**src/logic/dacc_params.svh**
```systemverilog
// offsets, field positions, reset values and timing counts of the converter control
`ifndef DACC_PARAMS_SVH
`define DACC_PARAMS_SVH

`define DACC_CLK_MHZ 125
`define DACC_SLOW_PERIOD_NS 500
`define DACC_PLL_PERIOD_NS 50
`define DACC_SLOW_CYC ((`DACC_SLOW_PERIOD_NS * `DACC_CLK_MHZ) / 1000)
`define DACC_PLL_CYC ((`DACC_PLL_PERIOD_NS * `DACC_CLK_MHZ) / 1000)
`define DACC_LATENCY 6

`define DACC_OFS_CTRL 8'h00
`define DACC_OFS_STATUS 8'h04
`define DACC_OFS_PERIOD 8'h08

`define DACC_CTRL_PLL_DIS 0
`define DACC_CTRL_TWOS 1
`define DACC_CTRL_RESET 2'h0

`define DACC_ST_LOW_POWER 0
`define DACC_ST_PLL_ON 1
`define DACC_ST_INT_REF 2
`define DACC_ST_RATE_FAULT 3

`define DACC_RESP_OKAY 2'h0
`define DACC_RESP_SLVERR 2'h2

`endif

```
**src/logic/dacc_pkg.sv**
```systemverilog
// types of the dual converter output and clock control block
`default_nettype none

package dacc_pkg;

    typedef struct packed {
        logic over_range;
        logic [11:0] word;
    } dacc_sample_t;

    typedef struct packed {
        logic sclk_prev;
        dacc_sample_t [5:0] pipe_a;
        dacc_sample_t [5:0] pipe_b;
        dacc_sample_t out_a;
        dacc_sample_t out_b;
        logic dv_a;
        logic dv_b;
        logic [6:0] gap;
        logic [6:0] period;
        logic low_power;
        logic rate_fault;
        logic pll_disable;
        logic twos;
        logic pll_enable;
        logic int_ref;
        logic aw_got;
        logic [7:0] awaddr_q;
        logic w_got;
        logic [31:0] wdata_q;
        logic wstrb0_q;
        logic awready;
        logic wready;
        logic bvalid;
        logic [1:0] bresp;
        logic arready;
        logic rvalid;
        logic [31:0] rdata;
        logic [1:0] rresp;
    } dacc_state_t;

endpackage

`default_nettype wire

```
**src/logic/dacc_top.sv**
```systemverilog
// dual converter output pipeline, rate supervision and control registers
//
// The placing of the registers and register access over AXI4-Lite were left to the implementer.
`timescale 1ns/100ps
`default_nettype none
`include "dacc_params.svh"

module dacc_top (
    input wire logic aclk,
    input wire logic aresetn,
    input wire logic sample_clk,
    input wire dacc_pkg::dacc_sample_t conv_a,
    input wire dacc_pkg::dacc_sample_t conv_b,
    input wire logic reference_source_select,
    input wire logic serial_enable_n,
    output logic [11:0] data_chan_a,
    output logic [11:0] data_chan_b,
    output logic word_valid_chan_a,
    output logic word_valid_chan_b,
    output logic over_range_flag_chan_a,
    output logic over_range_flag_chan_b,
    output logic low_power,
    output logic pll_enable,
    output logic rate_fault,
    output logic ref_buffer_enable,
    input wire logic awvalid,
    output logic awready,
    input wire logic [7:0] awaddr,
    input wire logic wvalid,
    output logic wready,
    input wire logic [31:0] wdata,
    input wire logic [3:0] wstrb,
    output logic bvalid,
    input wire logic bready,
    output logic [1:0] bresp,
    input wire logic arvalid,
    output logic arready,
    input wire logic [7:0] araddr,
    output logic rvalid,
    input wire logic rready,
    output logic [31:0] rdata,
    output logic [1:0] rresp
);
    import dacc_pkg::*;

    localparam logic [6:0] SLOW_CYC = 7'(`DACC_SLOW_CYC);
    localparam logic [6:0] PLL_CYC = 7'(`DACC_PLL_CYC);

    dacc_state_t st;
    dacc_state_t next_st;
    logic edge_seen;

    // output coding: two's complement is offset binary with MSB flipped
    function automatic logic [11:0] fmt_word(input dacc_sample_t s,
                                             input logic twos);
        fmt_word = {s.word[11] ^ twos, s.word[10:0]};
    endfunction

    function automatic logic [31:0] reg_read(input dacc_state_t s,
                                             input logic [7:0] a);
        reg_read = 32'h0;
        unique case (a)
            `DACC_OFS_CTRL: begin
                reg_read[`DACC_CTRL_PLL_DIS] = s.pll_disable;
                reg_read[`DACC_CTRL_TWOS] = s.twos;
            end
            `DACC_OFS_STATUS: begin
                reg_read[`DACC_ST_LOW_POWER] = s.low_power;
                reg_read[`DACC_ST_PLL_ON] = s.pll_enable;
                reg_read[`DACC_ST_INT_REF] = s.int_ref;
                reg_read[`DACC_ST_RATE_FAULT] = s.rate_fault;
            end
            `DACC_OFS_PERIOD: reg_read[6:0] = s.period;
            default: reg_read = 32'h0;
        endcase
    endfunction

    function automatic logic reg_mapped(input logic [7:0] a);
        reg_mapped = (a == `DACC_OFS_CTRL) || (a == `DACC_OFS_STATUS) ||
                     (a == `DACC_OFS_PERIOD);
    endfunction

    assign edge_seen = sample_clk && !st.sclk_prev;

    always_comb begin
        next_st = st;
        next_st.sclk_prev = sample_clk;

        // conversion pipeline, shared edge for both channels
        if (edge_seen) begin
            next_st.pipe_a = {st.pipe_a[4:0], conv_a};
            next_st.pipe_b = {st.pipe_b[4:0], conv_b};
            next_st.out_a.word = fmt_word(st.pipe_a[5], st.twos);
            next_st.out_b.word = fmt_word(st.pipe_b[5], st.twos);
            next_st.out_a.over_range = st.pipe_a[5].over_range;
            next_st.out_b.over_range = st.pipe_b[5].over_range;
            next_st.dv_a = 1'b0;
            next_st.dv_b = 1'b0;
        end else begin
            // rise one cycle after the word settles, capture on it
            next_st.dv_a = 1'b1;
            next_st.dv_b = 1'b1;
        end

        // sample rate supervision
        if (edge_seen) begin
            // a stopped clock saturates at the gap ceiling
            next_st.period = (st.gap == 7'h7F) ? st.gap : st.gap + 7'h01;
            next_st.gap = 7'h00;
            if (st.gap < SLOW_CYC) begin
                next_st.low_power = 1'b0;
            end
            next_st.rate_fault = st.pll_enable && (st.gap >= PLL_CYC);
        end else begin
            if (st.gap != 7'h7F) begin
                next_st.gap = st.gap + 7'h01;
            end
            if (st.gap >= SLOW_CYC) begin
                next_st.low_power = 1'b1;
            end
            // a disabled loop has no minimum rate to break
            if (!st.pll_enable) begin
                next_st.rate_fault = 1'b0;
            end
        end

        next_st.int_ref = reference_source_select;

        // write channel: address and data in either order
        if (awvalid && st.awready) begin
            next_st.aw_got = 1'b1;
            next_st.awaddr_q = awaddr;
        end
        if (wvalid && st.wready) begin
            next_st.w_got = 1'b1;
            next_st.wdata_q = wdata;
            next_st.wstrb0_q = wstrb[0];
        end
        if (st.bvalid && bready) begin
            next_st.bvalid = 1'b0;
        end
        if (st.aw_got && st.w_got && !st.bvalid) begin
            next_st.aw_got = 1'b0;
            next_st.w_got = 1'b0;
            next_st.bvalid = 1'b1;
            next_st.bresp = reg_mapped(st.awaddr_q) ? `DACC_RESP_OKAY :
                                                      `DACC_RESP_SLVERR;
            if (st.awaddr_q == `DACC_OFS_CTRL && st.wstrb0_q) begin
                next_st.pll_disable = st.wdata_q[`DACC_CTRL_PLL_DIS];
                next_st.twos = st.wdata_q[`DACC_CTRL_TWOS];
            end
        end
        // serial enable pulse wins over a bus write
        if (!serial_enable_n) begin
            {next_st.twos, next_st.pll_disable} = `DACC_CTRL_RESET;
        end
        next_st.pll_enable = !next_st.pll_disable;
        next_st.awready = !next_st.aw_got && !next_st.bvalid;
        next_st.wready = !next_st.w_got && !next_st.bvalid;

        // read channel
        if (st.rvalid && rready) begin
            next_st.rvalid = 1'b0;
        end
        if (arvalid && st.arready) begin
            next_st.rvalid = 1'b1;
            next_st.rdata = reg_read(st, araddr);
            next_st.rresp = reg_mapped(araddr) ? `DACC_RESP_OKAY :
                                                 `DACC_RESP_SLVERR;
        end
        next_st.arready = !next_st.rvalid;
    end

    always_ff @(posedge aclk) begin
        if (!aresetn) begin
            st <= '0;
            st.pll_enable <= 1'b1;
        end else begin
            st <= next_st;
        end
    end

    assign data_chan_a = st.out_a.word;
    assign data_chan_b = st.out_b.word;
    assign word_valid_chan_a = st.dv_a;
    assign word_valid_chan_b = st.dv_b;
    assign over_range_flag_chan_a = st.out_a.over_range;
    assign over_range_flag_chan_b = st.out_b.over_range;
    assign low_power = st.low_power;
    assign pll_enable = st.pll_enable;
    assign rate_fault = st.rate_fault;
    assign ref_buffer_enable = st.int_ref;
    assign awready = st.awready;
    assign wready = st.wready;
    assign bvalid = st.bvalid;
    assign bresp = st.bresp;
    assign arready = st.arready;
    assign rvalid = st.rvalid;
    assign rdata = st.rdata;
    assign rresp = st.rresp;
endmodule // dacc_top

`default_nettype wire

```
**config.mk**
```make
export PLATFORM = sky130hd
export DESIGN_NAME = dacc_top
export DESIGN_NICKNAME = d
export VERILOG_FILES = /design/src/logic/dacc_pkg.sv /design/src/logic/dacc_top.sv
export VERILOG_INCLUDE_DIRS = /design/src /design/src/logic
export SDC_FILE = /design/constraint.sdc
export NUM_CORES = 1
export LEC_CHECK = 0
export BUFFER_PORTS_ARGS = -buffer_cell sky130_fd_sc_hd__buf_4
export CAP_MARGIN = 20
export CORE_ASPECT_RATIO = 0.75
export CORE_MARGIN = 2
export CORE_UTILIZATION = 50
export CTS_CLUSTER_DIAMETER = 40
export DETAILED_ROUTE_END_ITERATION = 8
export GPL_TIMING_DRIVEN = 0
export PLACE_DENSITY_LB_ADDON = 0.1
export SYNTH_ARGS = -nofsm -noshare
export SYNTH_HDL_FRONTEND = slang
export SYNTH_SLANG_ARGS = --single-unit
```
**constraint.sdc**
```tcl
create_clock -name aclk -period 2.35 [get_ports aclk]
set_input_delay 0 -clock aclk [delete_from_list [all_inputs] [get_ports aclk]]
set_output_delay 0 -clock aclk [all_outputs]
set_load 0.01 [all_outputs]
```
Word-level counts from Yosys, hierarchy flattened:

Cells that the tools add are included.

* bits in registers: 264
* word-level logic and storage cells: 119
* bits of input ports: 88
* output and inout port bits: 73

* bitwise operators: 3
* order comparisons: 3
* reduce and logical (&&, ||, !) cells: 30
* equality and inequality tests: 8
* multiplexer cells: 22
* add/subtract/negate cells: 1

Operator list (count)
* $mux W35: 1
* $mux W34: 1
* $eq A8 B3 Y1 const B: 2
* $eq A8 B4 Y1 const B: 2
* $logic_not A8 Y1: 2
* $mux W2: 7
* $logic_and A1 B1 Y1: 12
* $mux W9: 1
* $add A7 B1 Y7 const B: 1
* $eq A7 B7 Y1 const B: 1
* $ge A7 B3 Y1 const B: 1
* $ge A7 B6 Y1 const B: 1
* $logic_not A1 Y1: 7
* $lt A7 B6 Y1 const B: 1
* $mux W1: 7
* $mux W7: 1
* $ne A7 B7 Y1 const B: 1
* $mux W3: 2
* $pmux W2 S3: 1
* $reduce_and A2 Y1: 3
* $logic_or A1 B1 Y1: 4
* $ne A2 B1 Y1 const B: 2
* $pmux W2 S2: 1
* $reduce_bool A2 Y1: 1
* other kinds (3): 4

Depth between registers and ports, before layout:

* word-level depth: 7
* gate-level depth with buffers: 5
* gate-level depth less buffers: 5

Worst setup path after synthesis:

OpenSTA, ideal clock, no wires.

* path kind: register to register
* from: register st[82] (netlist name)
* to: register, netlist name pll_enable
* cell stages (with the launch flop): 4
* arrival: 1.507 ns
* buffers on the path: 0
* path slack: 0.722 ns
* cell sequence: dfxtp_1 -> or4_4 -> nor4_4 -> mux2_4

* longest elaborated chain between the ends: 6

Ends and longest elaborated chain
* start, declared: line dacc_top.sv:49 `dacc_state_t st;`
* start signal, assigned: line dacc_top.sv:179 `st <= next_st;`
* $logic_not A8 Y1 (no line)
* $logic_and A1 B1 Y1: line dacc_top.sv:148 `` if (st.awaddr_q == `DACC_OFS_CTRL && st.wstrb0_q) begin ``
* $mux W2: line dacc_top.sv:148
* $mux W2: line dacc_top.sv:142 `if (st.aw_got && st.w_got && !st.bvalid) begin`
* $mux W2: line dacc_top.sv:154 `if (!serial_enable_n) begin`
* $logic_not A1 Y1: line dacc_top.sv:157 `next_st.pll_enable = !next_st.pll_disable;`

Every way passes these cells.
A chain may end at the register's enable or synchronous reset.

Worst setup path after layout:

* from: input port aresetn
* to: register st[43] (netlist name)

RTL lines
* start, declared: line dacc_top.sv:10 `input wire logic aresetn,`

No word-level cell between the ends.

==> summary.txt <==
Status
  – Status: finished, final reports clean

Run
  – Max-cap check violation count: 0

CTS
  – CTS root buf: clkbuf_16
  – # H-tree levels: 1
  – Total CTS buffers: 25
  – Worst skew pair latency: around 510 ps
  – CTS tree: built
  – Clock net sink count: roughly 230
  – Clk pin slew, worst setup/hold paths: roughly 60 ps
  – Clock Path Buffers: 3

Synthesis
  – Largest family of logic cells by synthesized area: simple AND/OR/NAND/NOR gates
  – Synth Flop Type: dfxtp_1
  – Largest area contributor in the netlist: dfxtp_1
  – Mapped Area: 8682 sq um
  – Ys async rst share: 0%
  – Synthesis-stage register bit count: approximately 230
  – Post-synth top cells: 395 x nand2_1, 231 x dfxtp_1, 204 x a21oi_1, 69 x clkbuf_1, 61 x buf_4
  – Mean post-synth cell area: 8.009 sq um
  – Synth top area share: 53.26%
  – Synth warn: 0
  – Simple-gate portion of the synthesized area: between 20% and 30%
  – XOR/XNOR Fraction of Synth Area: 0.2018%
  – Gate Count Post-Synth: 1,084
  – Most frequent cell after synthesis: nand2_1
  – Count of cell types in the netlist: 47
  – Top post-synthesis cells by area: dfxtp_1 53%, nand2_1 17%, a21oi_1 12%, buf_4 5.3%, clkbuf_1 3.0%
  – Sequential area share after synthesis: 53.26%
  – Mux contribution to synthesized area: less than 1%
  – Post-synth EDFFs: 0
  – Compound-Gate Fraction of Synth Area: 14.81%
  – Adder-Cell Fraction of Synth Area: 0.2882%

STA
  – Final Cycle Share: 93.53%
  – Max_slew headroom: approximately 59%
  – Final Slew Violations: 0
  – Final Hold Vio Count: 0
  – Worst slew pin tran: 613.6 ps
  – Endpoints failing setup: 0
  – Fin crit period: 2198 ps
  – Setup TNS: 0 ps
  – Final clock skew: 10.22 ps
  – RSZ-0062 raised after global routing: no
  – Max Clk Rate: 455.0 MHz

Min path
  – Worst hold-check path type: in2reg

Pwr
  – Leakage: 4.314 nW
  – Flop pwr share: a little under half
  – Worst vdd ir: 0.5048 mV
  – Combinational power share: 7.5%
  – Overall power: between 8 and 9 mW
  – Switching Share: 22.97%
  – P_sw: 1.988 mW
  – Total internal power: 6.664 mW
  – Clock share of power: 45.8%
  – Pwr dens: 763.8 nW/um^2

Die
  – Core box area: 16,930 sq um
  – I/O pin cnt: 161
  – Starting Density: 51.29%
  – Die area: approximately 18,000 sq um
  – # rows: 41
  – DIE HEIGHT: ~120 microns
  – Die width: 156.2 microns

Drt
  – Post-Route WL: 20.52 mm
  – DR WL met2: 8.774 mm
  – Vias: 7,621
  – Drt via density: 4.952
  – Top sig layer: met4
  – Antenna violation net count after detailed routing: 0
  – # DRC: 0
  – M1 WL: just over 10 mm
  – Routed len/inst: 13.33 microns
  – Met3 routed WL: 1.171 mm
  – Pre-antenna DRT Iters: 5
  – DRT iter0 DRCs: 459

GRT
  – Initial antenna violation count: 0
  – Total grt overflow: 0
  – Vias in the first global route: 6,988
  – Largest net degree at the start of global routing: 14
  – Tot GR Track Use: approximately 22%
  – First-pass GRT wire length: around 34 mm

Layout
  – Area growth from synthesis to layout: 30.47%
  – Fin area: approximately 11,000 sq um
  – Final-stage net count: 1,396
  – Share of cells above drive strength 1: ~16%
  – Number of diodes: 0

Setup path
  – Slowest cell on the critical path: dlygate4sd3_1
  – Most frequent CP cell: clkbuf_1
  – Startpoint types: input pin
  – CP Capture Type: flop
  – Worst EP arrival: 2600 ps
  – CP max FO: 10
  – Critical setup path kind: in2reg
  – Critical path, cell by cell: dlygate4sd3_1 -> clkbuf_1 -> inv_2 -> clkbuf_1 -> clkbuf_1 -> a21oi_1 -> dlygate4sd3_1
  – Required time of the worst setup path: 2750 ps
  – Crit path largest cell delay: 580 ps

Placement
  – Placed standard-cell area: 9784 sq um
  – Gpl congestion: about 0.82
  – Dpl hpwl: between 10 and 15 mm
  – I/O Buffers: 98
-- metal layers --
layer  up-vias  global-route usage (%)
li1       3932                       -
met1      3455                   33.49
met2       208                   33.66
met3        26                   3.682
met4         0                   4.186
met5         -                       0
-- worst max-delay path: cells and delay by family --
| kind | cells | cell delay [ps] |
|---|---|---|
| buf+inv | 6 | 2510 |
| compound gates | 1 | 80 |
-- cells by family after synthesis --
logic type / Yosys count
adder cells (fa/ha/maj): 2
XOR/XNOR: 2
other: 1
flip-flops: 231
multiplexers: 5
AO/OA/AOI/OAI: 238
AND/OR/NAND/NOR: 466
buffers and inverters: 139
-- through the flow --
stage          utilization (%)  hold WS, ps  std cells  worst slack (ps)
3_3_place_gp             57.80        209.1       1423             496.4
2_1_floorplan                -        121.7       1110             721.5
5_1_grt                  66.91        65.29       1539             14.37
3_5_place_dp             57.80        214.6       1423             482.4
6_report                 66.91        32.17       1539             152.1
4_1_cts                  66.90        1.276       1539             122.2
-- power groups by stage --
| stage | registers [mW] | clock network (mW) | logic [mW] |
|---|---|---|---|
| global route | 4.05 | 4.19 | 0.715 |
| finish | 4.04 | 3.96 | 0.646 |
| floorplan | 4.12 | 0 | 0.345 |
| CTS | 4.04 | 4.00 | 0.636 |
| detailed placement | 4.13 | 0 | 0.548 |
| global placement | 4.13 | 0 | 0.546 |
-- area by class of cell --
cell class	instances	area (sq um)
repair buffers	169	1446
well taps	215	269.0
flip-flops and latches	231	4624
inverters	3	11.26
plain buffers	136	743.2
clock inverters	9	132.6
clock buffers	36	696.9
fillers	1483	5602
multi-input cells	740	3403
-- sequential cells by signal (all words and copies together) (netlist names), 7 cells and up --
name         cells
rdata            7
data_chan_a     12
st             186
data_chan_b     12
-- repair_timing --
action                                  4_1_cts  5_1_grt
endpoints found under the setup margin        0        5
buffers inserted                              0        0
resized for setup                             0        4
hold buffers                                 71        0
endpoints found under the hold margin        58        0
-- worst paths after layout --
kind / from / to / slack [ps] / cells after the start
setup / recovery: aresetn / st[43] / 150 / 7
hold reg to reg: st[221] / st[234] / 450 / 2
setup reg to reg: st[288] / st[277] / 480 / 5
hold / removal: araddr[6] / rdata[0] / 30 / 4
-- placed cells by master (no fill, tap or decap), drive strengths merged, types with 4 or more instances in the layout --
cell,count
and2,5
nand4,4
nand3,15
and3,7
nor2,12
o2111ai,4
clkbuf,105
mux2i,4
dfxtp,231
o21ai,6
a21oi,204
buf,165
and3b,5
nor3,7
a211oi,5
dlygate4sd3,71
conb,27
inv,4
nor4,4
nand2,395
No activity file was read; power rests on OpenSTA's default activity.
